<file path="config.mk">
export PLATFORM = sky130hd
export DESIGN_NAME = ocd_top
export DESIGN_NICKNAME = d
export VERILOG_FILES = /design/src/pkg/ocd_pkg.sv /design/src/pkg/ocd_link_if.sv /design/src/core/ocd_spi_rx.sv /design/src/core/ocd_top.sv
export SDC_FILE = /design/constraint.sdc
export NUM_CORES = 2
export LEC_CHECK = 0
export BUFFER_PORTS_ARGS = -buffer_cell sky130_fd_sc_hd__buf_2
export CORE_MARGIN = 2
export CORE_UTILIZATION = 38
export CTS_BUF_LIST = sky130_fd_sc_hd__clkbuf_8
export DETAILED_ROUTE_END_ITERATION = 6
export PLACE_DENSITY = 0.64
export SETUP_SLACK_MARGIN = 0.3
export SLEW_MARGIN = 20
export SYNTH_ARGS = -nofsm -noshare
export SYNTH_HDL_FRONTEND = slang
export SYNTH_SLANG_ARGS = --single-unit
</file>
<file path="constraint.sdc">
create_clock -name ref_clk -period 17.75 [get_ports ref_clk]
set_clock_uncertainty 0.05 [all_clocks]
set_input_delay 1.775 -clock ref_clk [delete_from_list [all_inputs] [get_ports ref_clk]]
set_output_delay 1.775 -clock ref_clk [all_outputs]
set_load 0.02 [all_outputs]
</file>
<file path="src/pkg/ocd_pkg.sv">
// Constants and types for the opcode command decoder.
// Assumes a 125 MHz ref_clk and a serial link sampled by that clock.
package ocd_pkg;
	localparam int CLK_NS = 8;
	// Execution, register and flash opcodes
	localparam logic [7:0] OP_UP     = 8'h00;
	localparam logic [7:0] OP_DN     = 8'h01;
	localparam logic [7:0] OP_DIFF   = 8'h02;
	localparam logic [7:0] OP_TEMP   = 8'h03;
	localparam logic [7:0] OP_RESET  = 8'h04;
	localparam logic [7:0] OP_INIT   = 8'h05;
	localparam logic [7:0] OP_SAVE   = 8'h06;
	localparam logic [7:0] OP_AUX_LO = 8'h07;
	localparam logic [7:0] OP_AUX_HI = 8'h0E;
	localparam logic [7:0] OP_WR_LO  = 8'h30;
	localparam logic [7:0] OP_WR_HI  = 8'h43;
	localparam logic [7:0] OP_RD_LO  = 8'hB0;
	localparam logic [7:0] OP_FL_RD  = 8'h90;
	localparam logic [7:0] OP_FL_WR  = 8'h10;
	localparam logic [7:0] OP_FL_ER  = 8'h13;
	// Register space seen by read opcodes and the local port
	localparam int         CFG_N       = 20;
	localparam int         RES_N       = 11;
	localparam logic [7:0] CFG_RD_BASE = 8'hB0;
	localparam logic [7:0] RES_RD_BASE = 8'hC4;
	localparam logic [7:0] RES_RD_END  = 8'hCF;
	localparam logic [7:0] STAT_ADDR   = 8'hFE;
	localparam logic [15:0] CFG_RST    = 16'h0000;
	localparam logic [15:0] RES_RST    = 16'h0000;
	localparam logic [15:0] STAT_RST   = 16'h0000;
	// Configuration words and fields
	localparam int CFG_SPACING_IDX = 1;
	localparam int SPACING_LSB     = 0;
	localparam int CFG_CTRL_IDX    = 19;
	localparam int ALERT_EN_BIT    = 0;
	// Result word indices
	localparam int RES_UP_HIT   = 0;
	localparam int RES_UP_MEAN  = 1;
	localparam int RES_UP_RATIO = 2;
	localparam int RES_DN_HIT   = 3;
	localparam int RES_DN_MEAN  = 4;
	localparam int RES_DN_RATIO = 5;
	localparam int RES_DELTA    = 6;
	localparam int RES_TEMP0    = 7;
	// Status flag positions
	localparam int FLG_FLIGHT  = 0;
	localparam int FLG_THERMAL = 1;
	localparam int FLG_SETUP   = 2;
	localparam int FLG_SAVE    = 3;
	localparam int FLG_AUX     = 4;
	// Spacing unit between the two starts of a differential run
	localparam int          SPACE_UNIT_NS  = 1000;
	localparam logic [15:0] SPACE_UNIT_CYC = 16'((SPACE_UNIT_NS + CLK_NS - 1) / CLK_NS);
	localparam logic [12:0] FLASH_ADDR_RST = 13'h0000;

	typedef enum logic [2:0] {ST_IDLE, ST_UP, ST_WAIT, ST_DN, ST_TEMP, ST_AUX} ocd_state_t;
	typedef enum logic [1:0] {FL_READ, FL_WRITE, FL_ERASE} ocd_flash_op_t;
endpackage

</file>
<file path="src/pkg/ocd_link_if.sv">
// Carrier between the serial front end and the command core.
// Assumes both ends run on ref_clk.
`timescale 1ns/1ps
`default_nettype none
interface ocd_link_if;
	logic [7:0]  cmd;      // Opcode of the current frame
	logic        exec_stb; // Frame closed after exactly 8 bits
	logic        wr_stb;   // One 16-bit word received
	logic        wr_first; // Word is the first after the opcode
	logic [7:0]  addr;     // Register address of current word
	logic [15:0] wr_data;
	logic [15:0] rd_data;
	logic        rd_take;  // Word at addr loaded for shifting out
	modport spi (output cmd, exec_stb, wr_stb, wr_first, addr, wr_data, rd_take, input rd_data);
	modport core (input cmd, exec_stb, wr_stb, wr_first, addr, wr_data, rd_take, output rd_data);
endinterface
`default_nettype wire

</file>
<file path="src/core/ocd_spi_rx.sv">
// Serial link front end: synchronises the pins, frames opcodes and words.
// Assumes the link clock is far slower than ref_clk (several cycles per phase).
`timescale 1ns/1ps
`default_nettype none
module ocd_spi_rx
	import ocd_pkg::*;
(
	input  wire logic ref_clk,
	input  wire logic srst,
	input  wire logic spi_sck,
	input  wire logic spi_din,
	input  wire logic spi_ce_n,
	output var  logic spi_dout,
	ocd_link_if.spi   lnk
);
	logic [1:0]  sck_s_q;
	logic [1:0]  din_s_q;
	logic [1:0]  ce_s_q;
	logic        sck_p_q;
	logic        ce_p_q;
	logic [3:0]  bit_q;
	logic [3:0]  txcnt_q;
	logic [15:0] sh_q;
	logic [15:0] tx_q;
	logic        cmd_done_q;
	logic        extra_q;

	// Edge and phase decode on synchronised pins
	wire logic       sck_fall    = sck_p_q & ~sck_s_q[1];
	wire logic       sck_rise    = ~sck_p_q & sck_s_q[1];
	wire logic       ce_act      = ~ce_s_q[1];
	wire logic       frame_start = ce_p_q & ~ce_s_q[1];
	wire logic       frame_end   = ~ce_p_q & ce_s_q[1];
	wire logic       is_read     = lnk.cmd >= OP_RD_LO;
	wire logic [7:0] byte_in     = {sh_q[6:0], din_s_q[1]};

	// Two-stage synchronisers
	always_ff @(posedge ref_clk)
	begin
		sck_s_q <= {sck_s_q[0], spi_sck};
		din_s_q <= {din_s_q[0], spi_din};
		ce_s_q  <= {ce_s_q[0], spi_ce_n};
		sck_p_q <= sck_s_q[1];
		ce_p_q  <= ce_s_q[1];
	end

	// Framing, shifting in on falling and out on rising clock edges
	always_ff @(posedge ref_clk)
	begin
		if (srst)
		begin
			bit_q <= 4'h0; txcnt_q <= 4'h0; sh_q <= 16'h0000; tx_q <= 16'h0000;
			cmd_done_q <= 1'b0; extra_q <= 1'b0; spi_dout <= 1'b0;
			lnk.cmd <= 8'hFF; lnk.addr <= 8'h00; lnk.wr_data <= 16'h0000;
			lnk.exec_stb <= 1'b0; lnk.wr_stb <= 1'b0; lnk.wr_first <= 1'b0; lnk.rd_take <= 1'b0;
		end
		else
		begin
			lnk.exec_stb <= 1'b0;
			lnk.wr_stb   <= 1'b0;
			lnk.rd_take  <= 1'b0;
			if (lnk.wr_stb)
			begin
				lnk.addr     <= lnk.addr + 8'h01;
				lnk.wr_first <= 1'b0;
			end
			if (frame_start)
			begin
				bit_q <= 4'h0; txcnt_q <= 4'h0;
				cmd_done_q <= 1'b0; extra_q <= 1'b0; lnk.wr_first <= 1'b1;
			end
			else if (ce_act && sck_fall)
			begin
				sh_q  <= {sh_q[14:0], din_s_q[1]}; // RQ18
				bit_q <= bit_q + 4'h1;
				if (!cmd_done_q && bit_q == 4'h7)
				begin
					lnk.cmd    <= byte_in;
					lnk.addr   <= byte_in;
					cmd_done_q <= 1'b1;
					bit_q      <= 4'h0;
				end
				else if (cmd_done_q)
				begin
					extra_q <= 1'b1;
					if (bit_q == 4'hF)
					begin
						lnk.wr_stb  <= ~is_read;
						lnk.wr_data <= {sh_q[14:0], din_s_q[1]}; // RQ18
					end
				end
			end
			if (ce_act && sck_rise && cmd_done_q && is_read)
			begin
				txcnt_q <= txcnt_q + 4'h1;
				if (txcnt_q == 4'h0)
				begin
					spi_dout    <= lnk.rd_data[15];
					tx_q        <= {lnk.rd_data[14:0], 1'b0};
					lnk.rd_take <= 1'b1;
				end
				else
				begin
					spi_dout <= tx_q[15];
					tx_q     <= {tx_q[14:0], 1'b0};
				end
				if (txcnt_q == 4'hF)
					lnk.addr <= lnk.addr + 8'h01;
			end
			if (frame_end)
			begin
				lnk.exec_stb <= cmd_done_q & ~extra_q; // RQ1
				spi_dout     <= 1'b0;
				cmd_done_q   <= 1'b0;
			end
		end
	end
endmodule
`default_nettype wire

</file>
<file path="src/core/ocd_top.sv">
// Opcode command decoder: runs execution opcodes, routes register and flash opcodes.
// Assumes a measurement front end on ref_clk that answers start pulses with done pulses.
//
// Behaviour
// RQ1 - An execution opcode is eight bits alone; it starts after chip enable rises.
// RQ2 - Opcodes 06h to 0Eh: save, three auto sequences, halt, regulator, calibrate.
// RQ3 - B0h..FFh read and 30h..43h write the 16-bit register the opcode names.
// RQ4 - Flash 90h read, 10h write, 13h erase; address to 1FFFh, even for data.
// RQ5 - Opcode 00h launches one upstream flight measurement.
// RQ6 - Upstream hit, mean and wave ratio are stored in upstream results.
// RQ7 - Opcode 01h launches one downstream measurement and stores its results.
// RQ8 - Flight done flag is set only once all results are stored.
// RQ9 - Opcode 02h runs upstream then downstream, starts spaced by the spacing field.
// RQ10 - Differential run stores upstream mean minus downstream mean, then flags done.
// RQ11 - Opcode 03h runs the temperature sequence, storing each port's time.
// RQ12 - Thermal done flag is set after the last temperature port.
// RQ13 - Opcode 04h reloads configuration from the saved nonvolatile copy.
// RQ14 - Opcode 04h clears all results and the status register.
// RQ15 - Host issues 05h after configuring; flight and thermal need it first.
// RQ16 - Initialisation end sets the setup done flag.
// RQ17 - Unlisted opcodes change nothing; host waits for completion before the next.
// RQ18 - Link clock idles low, data sampled on falling edge, most significant bit first.
// RQ19 - Reading status clears it; a flag raised during the read stays set.
// RQ20 - Alert pin asserts while any flag is set and its enable bit is set.
//
// Decided for this implementation: the placing of the registers and strobed register access.
`timescale 1ns/1ps
`default_nettype none
module ocd_top
	import ocd_pkg::*;
(
	input  wire logic          ref_clk,
	input  wire logic          srst,
	input  wire logic          spi_sck,
	input  wire logic          spi_din,
	input  wire logic          spi_ce_n,
	output wire logic          spi_dout,
	input  wire logic [7:0]    reg_addr,
	input  wire logic [15:0]   reg_wdata,
	input  wire logic          reg_wr,
	input  wire logic          reg_rd,
	output var  logic [15:0]   reg_rdata,
	input  wire logic          fe_done,
	input  wire logic [15:0]   fe_hit,
	input  wire logic [15:0]   fe_mean,
	input  wire logic [15:0]   fe_ratio,
	output var  logic          upstream_transmit_pin,
	output var  logic          downstream_transmit_pin,
	output var  logic          temp_start,
	input  wire logic          temp_valid,
	input  wire logic [1:0]    temp_port,
	input  wire logic [15:0]   temp_time,
	input  wire logic          temp_last,
	output var  logic          aux_start,
	output var  logic [7:0]    aux_code,
	input  wire logic          aux_done,
	output var  logic          flash_req,
	output var  ocd_flash_op_t flash_op,
	output var  logic [12:0]   flash_addr,
	output var  logic          alert_n
);
	ocd_link_if lnk ();

	logic [15:0] cfg_q [CFG_N];
	logic [15:0] nv_q [CFG_N];
	logic [15:0] res_q [RES_N];
	logic [15:0] status_q;
	logic [15:0] status_d;
	logic [15:0] set_v;
	logic [15:0] space_cnt_q;
	logic        init_q;
	logic        diff_q;
	ocd_state_t  st_q;
	ocd_state_t  st_d;

	ocd_spi_rx u_spi (
		.ref_clk  (ref_clk),
		.srst     (srst),
		.spi_sck  (spi_sck),
		.spi_din  (spi_din),
		.spi_ce_n (spi_ce_n),
		.spi_dout (spi_dout),
		.lnk      (lnk.spi)
	);

	// Register space shared by read opcodes and the local port
	function automatic logic [15:0] read_word(input logic [7:0] a);
		logic [7:0] ci;
		logic [7:0] ri;
		ci = a - CFG_RD_BASE;
		ri = a - RES_RD_BASE;
		read_word = 16'h0000;
		if (a >= CFG_RD_BASE && a < RES_RD_BASE)
			read_word = cfg_q[ci[4:0]];
		else if (a >= RES_RD_BASE && a < RES_RD_END)
			read_word = res_q[ri[3:0]];
		else if (a == STAT_ADDR)
			read_word = status_q;
	endfunction

	assign lnk.rd_data = read_word(lnk.addr); // RQ3

	// Execution opcode decode, only taken while idle
	wire logic       exec      = lnk.exec_stb && st_q == ST_IDLE; // RQ1 RQ17
	wire logic [7:0] op        = lnk.cmd;
	wire logic       start_up  = exec && init_q && (op == OP_UP || op == OP_DIFF); // RQ5 RQ9 RQ15
	wire logic       start_dn1 = exec && init_q && op == OP_DN; // RQ7 RQ15
	wire logic       start_tmp = exec && init_q && op == OP_TEMP; // RQ11 RQ15
	wire logic       do_reset  = exec && op == OP_RESET;
	wire logic       do_init   = exec && op == OP_INIT;
	wire logic       do_save   = exec && op == OP_SAVE; // RQ2
	wire logic       do_aux    = exec && op >= OP_AUX_LO && op <= OP_AUX_HI; // RQ2

	// Differential spacing between the two launches
	wire logic [2:0]  spacing = cfg_q[CFG_SPACING_IDX][SPACING_LSB +: 3];
	wire logic [15:0] gap_tgt = 16'((16'(spacing) + 16'h0001) * SPACE_UNIT_CYC); // RQ9
	wire logic        gap_ok  = st_q == ST_WAIT && space_cnt_q >= gap_tgt; // RQ9
	wire logic        start_dn = start_dn1 || gap_ok;

	// Completion events
	wire logic        up_fin   = st_q == ST_UP && fe_done;
	wire logic        dn_fin   = st_q == ST_DN && fe_done;
	wire logic        tmp_wr   = st_q == ST_TEMP && temp_valid;
	wire logic        tmp_fin  = tmp_wr && temp_last;
	wire logic        aux_fin  = st_q == ST_AUX && aux_done;
	wire logic [15:0] delta    = res_q[RES_UP_MEAN] - fe_mean; // RQ10
	wire logic [3:0]  tmp_idx  = 4'(RES_TEMP0) + {2'b00, temp_port};

	// Register write decode, opcode path and local port
	wire logic       spi_op_wr  = lnk.cmd >= OP_WR_LO && lnk.cmd <= OP_WR_HI;
	wire logic       spi_cfg_wr = lnk.wr_stb && spi_op_wr && lnk.addr <= OP_WR_HI; // RQ3
	wire logic [7:0] spi_widx   = lnk.addr - OP_WR_LO;
	wire logic       prt_cfg_wr = reg_wr && reg_addr >= OP_WR_LO && reg_addr <= OP_WR_HI;
	wire logic [7:0] prt_widx   = reg_addr - OP_WR_LO;

	// Flash opcode routing on the first word, the address
	wire logic       fl_rd    = lnk.cmd == OP_FL_RD;
	wire logic       fl_wr    = lnk.cmd == OP_FL_WR;
	wire logic       fl_er    = lnk.cmd == OP_FL_ER;
	wire logic [15:0] fl_a    = lnk.wr_data;
	wire logic       fl_aok   = fl_a[15:13] == 3'b000 && (fl_er || !fl_a[0]); // RQ4
	wire logic       fl_go    = lnk.wr_stb && lnk.wr_first && (fl_rd || fl_wr || fl_er) && fl_aok; // RQ4

	// Status flags: set wins over the read clear
	wire logic stat_clr = (lnk.rd_take && lnk.addr == STAT_ADDR) || (reg_rd && reg_addr == STAT_ADDR);
	always_comb
	begin
		set_v              = 16'h0000;
		set_v[FLG_FLIGHT]  = (up_fin && !diff_q) || dn_fin; // RQ8 RQ10
		set_v[FLG_THERMAL] = tmp_fin; // RQ12
		set_v[FLG_SETUP]   = do_init; // RQ16
		set_v[FLG_SAVE]    = do_save;
		set_v[FLG_AUX]     = aux_fin;
		status_d           = (stat_clr ? STAT_RST : status_q) | set_v; // RQ19
		if (do_reset)
			status_d = STAT_RST; // RQ14
	end

	// Sequencer
	always_comb
	begin
		st_d = st_q;
		unique case (st_q)
			ST_IDLE:
			begin
				if (start_up)
					st_d = ST_UP;
				else if (start_dn1)
					st_d = ST_DN;
				else if (start_tmp)
					st_d = ST_TEMP;
				else if (do_aux)
					st_d = ST_AUX;
			end
			ST_UP:   if (fe_done) st_d = diff_q ? ST_WAIT : ST_IDLE;
			ST_WAIT: if (gap_ok) st_d = ST_DN;
			ST_DN:   if (fe_done) st_d = ST_IDLE;
			ST_TEMP: if (temp_valid && temp_last) st_d = ST_IDLE;
			ST_AUX:  if (aux_done) st_d = ST_IDLE;
			default: st_d = ST_IDLE;
		endcase
	end

	// Control state and launch pulses
	always_ff @(posedge ref_clk)
	begin
		if (srst)
		begin
			st_q <= ST_IDLE; diff_q <= 1'b0; init_q <= 1'b0; space_cnt_q <= 16'h0000;
			status_q <= STAT_RST;
			upstream_transmit_pin <= 1'b0; downstream_transmit_pin <= 1'b0;
			temp_start <= 1'b0; aux_start <= 1'b0; aux_code <= 8'h00;
		end
		else
		begin
			st_q     <= st_d;
			status_q <= status_d;
			if (start_up || start_dn1)
				diff_q <= op == OP_DIFF; // RQ9 RQ10
			if (do_init)
				init_q <= 1'b1; // RQ15
			else if (do_reset)
				init_q <= 1'b0;
			space_cnt_q <= start_up ? 16'h0001 : space_cnt_q + {15'h0000, space_cnt_q != 16'hFFFF}; // RQ9
			upstream_transmit_pin   <= start_up; // RQ5
			downstream_transmit_pin <= start_dn; // RQ7
			temp_start <= start_tmp; // RQ11
			aux_start  <= do_aux; // RQ2
			if (do_aux)
				aux_code <= op;
		end
	end

	// Measurement results
	always_ff @(posedge ref_clk)
	begin
		for (int i = 0; i < RES_N; i++)
			if (srst || do_reset)
				res_q[i] <= RES_RST; // RQ14
		if (!srst && !do_reset)
		begin
			if (up_fin)
			begin
				res_q[RES_UP_HIT]   <= fe_hit; // RQ6
				res_q[RES_UP_MEAN]  <= fe_mean;
				res_q[RES_UP_RATIO] <= fe_ratio;
			end
			if (dn_fin)
			begin
				res_q[RES_DN_HIT]   <= fe_hit; // RQ7
				res_q[RES_DN_MEAN]  <= fe_mean;
				res_q[RES_DN_RATIO] <= fe_ratio;
				if (diff_q)
					res_q[RES_DELTA] <= delta; // RQ10
			end
			if (tmp_wr)
				res_q[tmp_idx] <= temp_time; // RQ11
		end
	end

	// Configuration and its saved copy; opcode writes win over the port
	always_ff @(posedge ref_clk)
	begin
		for (int i = 0; i < CFG_N; i++)
		begin
			if (srst)
			begin
				cfg_q[i] <= CFG_RST;
				nv_q[i]  <= CFG_RST;
			end
			else
			begin
				if (do_save)
					nv_q[i] <= cfg_q[i]; // RQ2
				if (do_reset)
					cfg_q[i] <= nv_q[i]; // RQ13
				else if (spi_cfg_wr && spi_widx == 8'(i))
					cfg_q[i] <= lnk.wr_data; // RQ3
				else if (prt_cfg_wr && prt_widx == 8'(i))
					cfg_q[i] <= reg_wdata;
			end
		end
	end

	// Port read data, flash requests and alert pin
	always_ff @(posedge ref_clk)
	begin
		if (srst)
		begin
			reg_rdata <= 16'h0000; flash_req <= 1'b0; flash_op <= FL_READ;
			flash_addr <= FLASH_ADDR_RST; alert_n <= 1'b1;
		end
		else
		begin
			reg_rdata <= reg_rd ? read_word(reg_addr) : 16'h0000;
			flash_req <= fl_go; // RQ4
			if (fl_go)
			begin
				flash_op   <= fl_rd ? FL_READ : (fl_wr ? FL_WRITE : FL_ERASE);
				flash_addr <= fl_a[12:0];
			end
			alert_n <= !(status_q != 16'h0000 && cfg_q[CFG_CTRL_IDX][ALERT_EN_BIT]); // RQ20
		end
	end

	AST_NEED_INIT: assert property (@(posedge ref_clk) disable iff (srst) // RQ15
		(upstream_transmit_pin || temp_start) |-> init_q)
		else $error("launch without initialisation");
	AST_UP_STORE: assert property (@(posedge ref_clk) disable iff (srst) // RQ8
		(up_fin && !diff_q) |=> status_q[FLG_FLIGHT] && res_q[RES_UP_MEAN] == $past(fe_mean))
		else $error("upstream result or flag missing");
	AST_DELTA: assert property (@(posedge ref_clk) disable iff (srst) // RQ10
		(dn_fin && diff_q) |=> res_q[RES_DELTA] == $past(delta) && status_q[FLG_FLIGHT])
		else $error("difference not stored");
	AST_SPACING: assert property (@(posedge ref_clk) disable iff (srst) // RQ9
		(downstream_transmit_pin && diff_q) |-> $past(space_cnt_q) >= $past(gap_tgt))
		else $error("downstream launched too early");
	AST_TEMP_FLAG: assert property (@(posedge ref_clk) disable iff (srst) // RQ12
		tmp_fin |=> status_q[FLG_THERMAL] && st_q == ST_IDLE)
		else $error("thermal flag missing");
	AST_RESET_CLR: assert property (@(posedge ref_clk) disable iff (srst) // RQ14
		do_reset |=> status_q == 16'h0000 && res_q[RES_UP_MEAN] == 16'h0000 && !init_q)
		else $error("reset command left state");
	AST_RELOAD: assert property (@(posedge ref_clk) disable iff (srst) // RQ13
		do_reset |=> cfg_q[CFG_CTRL_IDX] == $past(nv_q[CFG_CTRL_IDX]))
		else $error("configuration not reloaded");
	AST_INIT_FLAG: assert property (@(posedge ref_clk) disable iff (srst) // RQ16
		do_init |=> status_q[FLG_SETUP] ##1 init_q)
		else $error("setup flag missing");
	AST_SET_WINS: assert property (@(posedge ref_clk) disable iff (srst) // RQ19
		(stat_clr && set_v[FLG_FLIGHT]) |=> status_q[FLG_FLIGHT])
		else $error("flag lost in status read");
	AST_ALERT: assert property (@(posedge ref_clk) disable iff (srst) // RQ20
		status_q == 16'h0000 [*2] |-> alert_n)
		else $error("alert without flags");
	AST_IGNORE: assert property (@(posedge ref_clk) disable iff (srst) // RQ17
		(lnk.exec_stb && lnk.cmd > OP_AUX_HI) |=> st_q == $past(st_q) && init_q == $past(init_q))
		else $error("unlisted opcode had effect");
endmodule
`default_nettype wire

</file>
==> metrics.md <==
| Metric | Value |
|---|---|
| Result of the run | `finished, violations left` |
| Failing checks | `DRC` |
| Worst hold slack after final layout | `289.2 ps` |
| Hold_sp | `u_spi.din_s_q[0]` |
| Y dimension of the die | `380.0 um` |
| Cell area after synthesis | `53730 um2` |
| Number of buffer cells added on primary ports | `146` |
| Final layout net count | `4601` |
| Post-Route WL | `188200 um` |
| Crit-path cells | `ha_1 -> xor2_1 -> fa_1 -> inv_1 -> fa_1 -> ha_1 -> nor2b_1 -> o21bai_1 -> a21oi_1 -> a21oi_1 -> xor2_1 -> ha_1 -> a21oi_1 -> a21boi_0 -> nor4_1 -> o21ai_0 -> o2111ai_1 -> a21oi_1` |
| Total half-perimeter wirelength after legalization and detailed placement | `122200 um` |
| Number of distinct standard cells referenced by the synthesized netlist | `95` |
| Placed Instance Area | `56400 um2` |
| Delay of the slowest cell on the worst path | `720 ps` |
| Instance count of the mapped netlist | `4303` |
| Relative slew margins | `10.36%` |
| Clock buffer count from CTS | `177` |
| First-pass GRT wire length | `271400 um` |
| Kind of start point of the critical path | `flop` |
| Total chip power | `5.398 mW` |
| Initial detailed-routing violation count | `5713` |
| R2R Path End | `downstream_transmit_pin` |
| Worst-path cell with the longest stage delay | `sky130_fd_sc_hd__edfxtp_1` |
| Reg2Reg Setup Slack | `12220 ps` |
| Io pins | `147` |
| Path category of the worst min-delay check | `reg -> reg` |
| Number of rows created at floorplan | `137` |
| Worst Hold Path EP | `u_spi.din_s_q[1]` |
| Area of the placeable core | `139900 um2` |
| Post-route DRC | `5` |
| Sequential-to-total area share from yosys stat | `55.89%` |
| Cell family with most CP delay | `adder cells` |
| Total of flip-flops plus latches after synthesis | `1052` |
| Fraction of registers with async set/reset | `0%` |
| Antenna violations before repair | `12` |
| Worst Path Class, Setup | `reg -> reg` |
| Routability-driven placement congestion ratio | `0.9764` |
| First-pass iteration count of the detailed router | `7` |
| IR Drop Worst-Case VDD | `0.05389 mV` |
| Hold-critical path depth | `0` |
| Pwr/cell area | `90.20 nW/um2` |
| CTS sink count | `1052` |
| Endpoint arrival time on the critical path | `6220 ps` |
| Path depth of the worst reg2reg path | `18` |
| Final sum of negative setup slack | `0 ps` |
| Largest net degree at the start of global routing | `192` |
| Buf+Inv Stages, Crit Path | `1` |
| Grt ovf | `0` |
| TritonCTS clock tree | `done` |
| Starting density of the core | `38.41%` |
| Area of the die | `144400 um2` |
| Root Buffer | `sky130_fd_sc_hd__clkbuf_8` |
| Cells after DPL | `6130` |
| Clock-pin slew on the worst setup and hold paths | `60 ps` |
| Startpoint of the worst setup timing path | `cfg_q[1][0]` |
| Predominant post-synthesis flop cell | `sky130_fd_sc_hd__edfxtp_1` |
| MaxCap Viol Count | `0` |
| Ratio of final minimum period to clock period | `31.16%` |
| Post-cts repair resize count | `0` |
| Insertion delay to the later sink of the worst-skew pair | `930 ps` |
| Routed length per instance | `29.10 um` |
| Most prevalent standard cell on the critical path | `sky130_fd_sc_hd__a21oi_1` |
| Standby leakage power | `21.32 nW` |
| Worst Setup End Kind | `flop` |
| Fillcell total | `13050` |
| Layout overhead on the synthesized area | `11.38%` |
| Total number of yosys warnings | `0` |
| Share of layout cells above drive strength 1 | `17.81%` |
| Number of enable-type register cells in the synthesized netlist | `896` |
| Slew of the pin with the lowest slew margin | `1345 ps` |
| Final antenna-violating net count | `0` |
| Total GRT Usage | `25.43%` |
| Cell area after layout | `59840 um2` |
| Req. time, crit path | `18440 ps` |
| Avg Cell Area, Syn | `12.49 um2` |
| RR Startpoint | `cfg_q[1][0]` |
| Via count of the first global-routing pass | `38890` |
| Via count of the routed design | `39900` |
| Largest driver fanout on the critical path | `10` |
| Number of max-slew violations in the final report | `0` |
| Post-CTS setup buffer count | `0` |
| Buffers from clock root to sink, at most | `3` |
| Width of the die | `380.0 um` |
| RSZ-0062 raised after global routing | `no` |
| Number of hold violations in the final report | `0` |
| Number of endpoints failing setup at the final stage | `0` |
| Hold-fix buffers at CTS | `0` |
| Shortest clock period the worst path allows after layout | `5530 ps` |
| H-Tree Depth | `4` |
| Peak Freq | `180.8 MHz` |
| Non-filler instance count after layout | `6467` |
| Vias per cell | `6.169` |
==> registers in the layout, indices dropped and copies added, names as in the netlist, 4 cells and up <==
name               cells
status_q               5
u_spi.bit_q            4
nv_q                 320
aux_code               8
u_spi.sh_q            15
reg_rdata             16
res_q                256
u_spi.lnk.wr_data     16
u_spi.tx_q            15
space_cnt_q           16
cfg_q                320
flash_addr            13
u_spi.txcnt_q          4
u_spi.lnk.cmd          8
u_spi.lnk.addr         8
==> synthesized netlist by cell type, drive strengths merged, types with 28 or more instances <==
cell,instances,area (um2)
edfxtp,896,26910
nand2,562,2112
and2,377,2359
nor2,316,1191
mux4,275,6193
clkbuf,201,794.5
a22oi,156,1171
dfxtp,156,3123
buf,153,757.0
a221o,148,1481
inv,124,465.4
o21ai,114,570.5
a21oi,109,545.5
mux2i,104,1041
ha,58,725.7
nor3,54,290.3
nand3,44,230.2
a22o,39,341.6
a211oi,36,320.3
and3,33,206.5
nor2b,28,175.2
==> worst max-delay path by stage <==
stage                     slack [ps]                 endpoint  cells past startpoint
final                          12220  downstream_transmit_pin                     18
after detailed placement       11850              cfg_q[7][6]                      7
after global routing           11860  downstream_transmit_pin                     18
after CTS                      12220  downstream_transmit_pin                     18
after global placement         11910             cfg_q[7][11]                      7
after floorplan                 7570               nv_q[0][0]                      5
==> kinds of logic after synthesis <==
logic type | share of synthesized area, %
AND/OR/NAND/NOR | 13.80
flip-flops | 55.89
AO/OA/AOI/OAI | 10.78
buffers and inverters | 3.761
multiplexers | 13.53
adder cells (fa/ha/maj) | 1.649
XOR/XNOR | 0.5869
other | 0.006980
==> cell usage in the layout (no fill, tap or decap), types with 10 or more instances in the layout <==
cell                        synthesis  routed
sky130_fd_sc_hd__a22oi_1          156     156
sky130_fd_sc_hd__a22o_1            39      39
sky130_fd_sc_hd__o221ai_1          19      19
sky130_fd_sc_hd__buf_2            119     143
sky130_fd_sc_hd__edfxtp_1         896     896
sky130_fd_sc_hd__a221o_1          148     147
sky130_fd_sc_hd__mux4_2           275     275
sky130_fd_sc_hd__mux2i_1          104     104
sky130_fd_sc_hd__nor3_1            50      48
sky130_fd_sc_hd__o2bb2ai_1         10      10
sky130_fd_sc_hd__dfxtp_1          156     153
sky130_fd_sc_hd__nand4_1           17      17
sky130_fd_sc_hd__nand2_1          561     560
sky130_fd_sc_hd__clkbuf_8           0     187
sky130_fd_sc_hd__nor2_1           314     313
sky130_fd_sc_hd__o22ai_1           16      16
sky130_fd_sc_hd__inv_1            120     179
sky130_fd_sc_hd__conb_1             1      64
sky130_fd_sc_hd__a31oi_1           15      14
sky130_fd_sc_hd__a21oi_1          109     109
sky130_fd_sc_hd__buf_4              9      94
sky130_fd_sc_hd__nor2b_1           28      28
sky130_fd_sc_hd__nand3_1           42      42
sky130_fd_sc_hd__o211ai_1          22      22
sky130_fd_sc_hd__xnor2_1           11      11
sky130_fd_sc_hd__ha_1              58      57
sky130_fd_sc_hd__clkinv_1           1      36
sky130_fd_sc_hd__nand2b_1          10      10
sky130_fd_sc_hd__a222oi_1          16      16
sky130_fd_sc_hd__and3_1            33      33
sky130_fd_sc_hd__nor4_1            21      20
sky130_fd_sc_hd__xor2_1            25      25
sky130_fd_sc_hd__a211oi_1          26      26
sky130_fd_sc_hd__and2_1           376     376
sky130_fd_sc_hd__clkinv_2           0      25
sky130_fd_sc_hd__o21ai_0          113     107
==> stage by stage <==
stage	setup slack, ps	utilization (%)
final	12220	42.78
after global routing	11860	42.77
after CTS	12220	42.74
after detailed placement	11850	40.32
after global placement	11910	40.30
after floorplan	7566	-
==> layer usage <==
layer / vias to the layer above / global-route usage [%] / share of wire (%)
met5: - / 0 / 0.19
met3: 496 / 7.550 / 13
li1: 16560 / - / -
met2: 2812 / 37.97 / 44
met4: 20 / 10.60 / 4.4
met1: 20010 / 34.50 / 39
==> layout make-up <==
cell class	instances	area (um2)	share of cell area (%)
antenna	9	22.52	0.03763
multi-input combinational	2835	22040	36.84
clock inverter	140	810.8	1.355
timing repair buffer	243	1535	2.565
inverter	125	469.2	0.7841
sequential	1052	30040	50.20
clock buffer	187	2574	4.301
tap	1876	2347	3.922
==> where the power goes <==
part | switching (mW) | internal (mW) | total (mW)
Clock | 1.08 | 1.07 | 2.16
Sequential | 0.0763 | 2.78 | 2.86
Combinational | 0.242 | 0.144 | 0.385
Note: power is estimated with default switching activity, not from simulation.
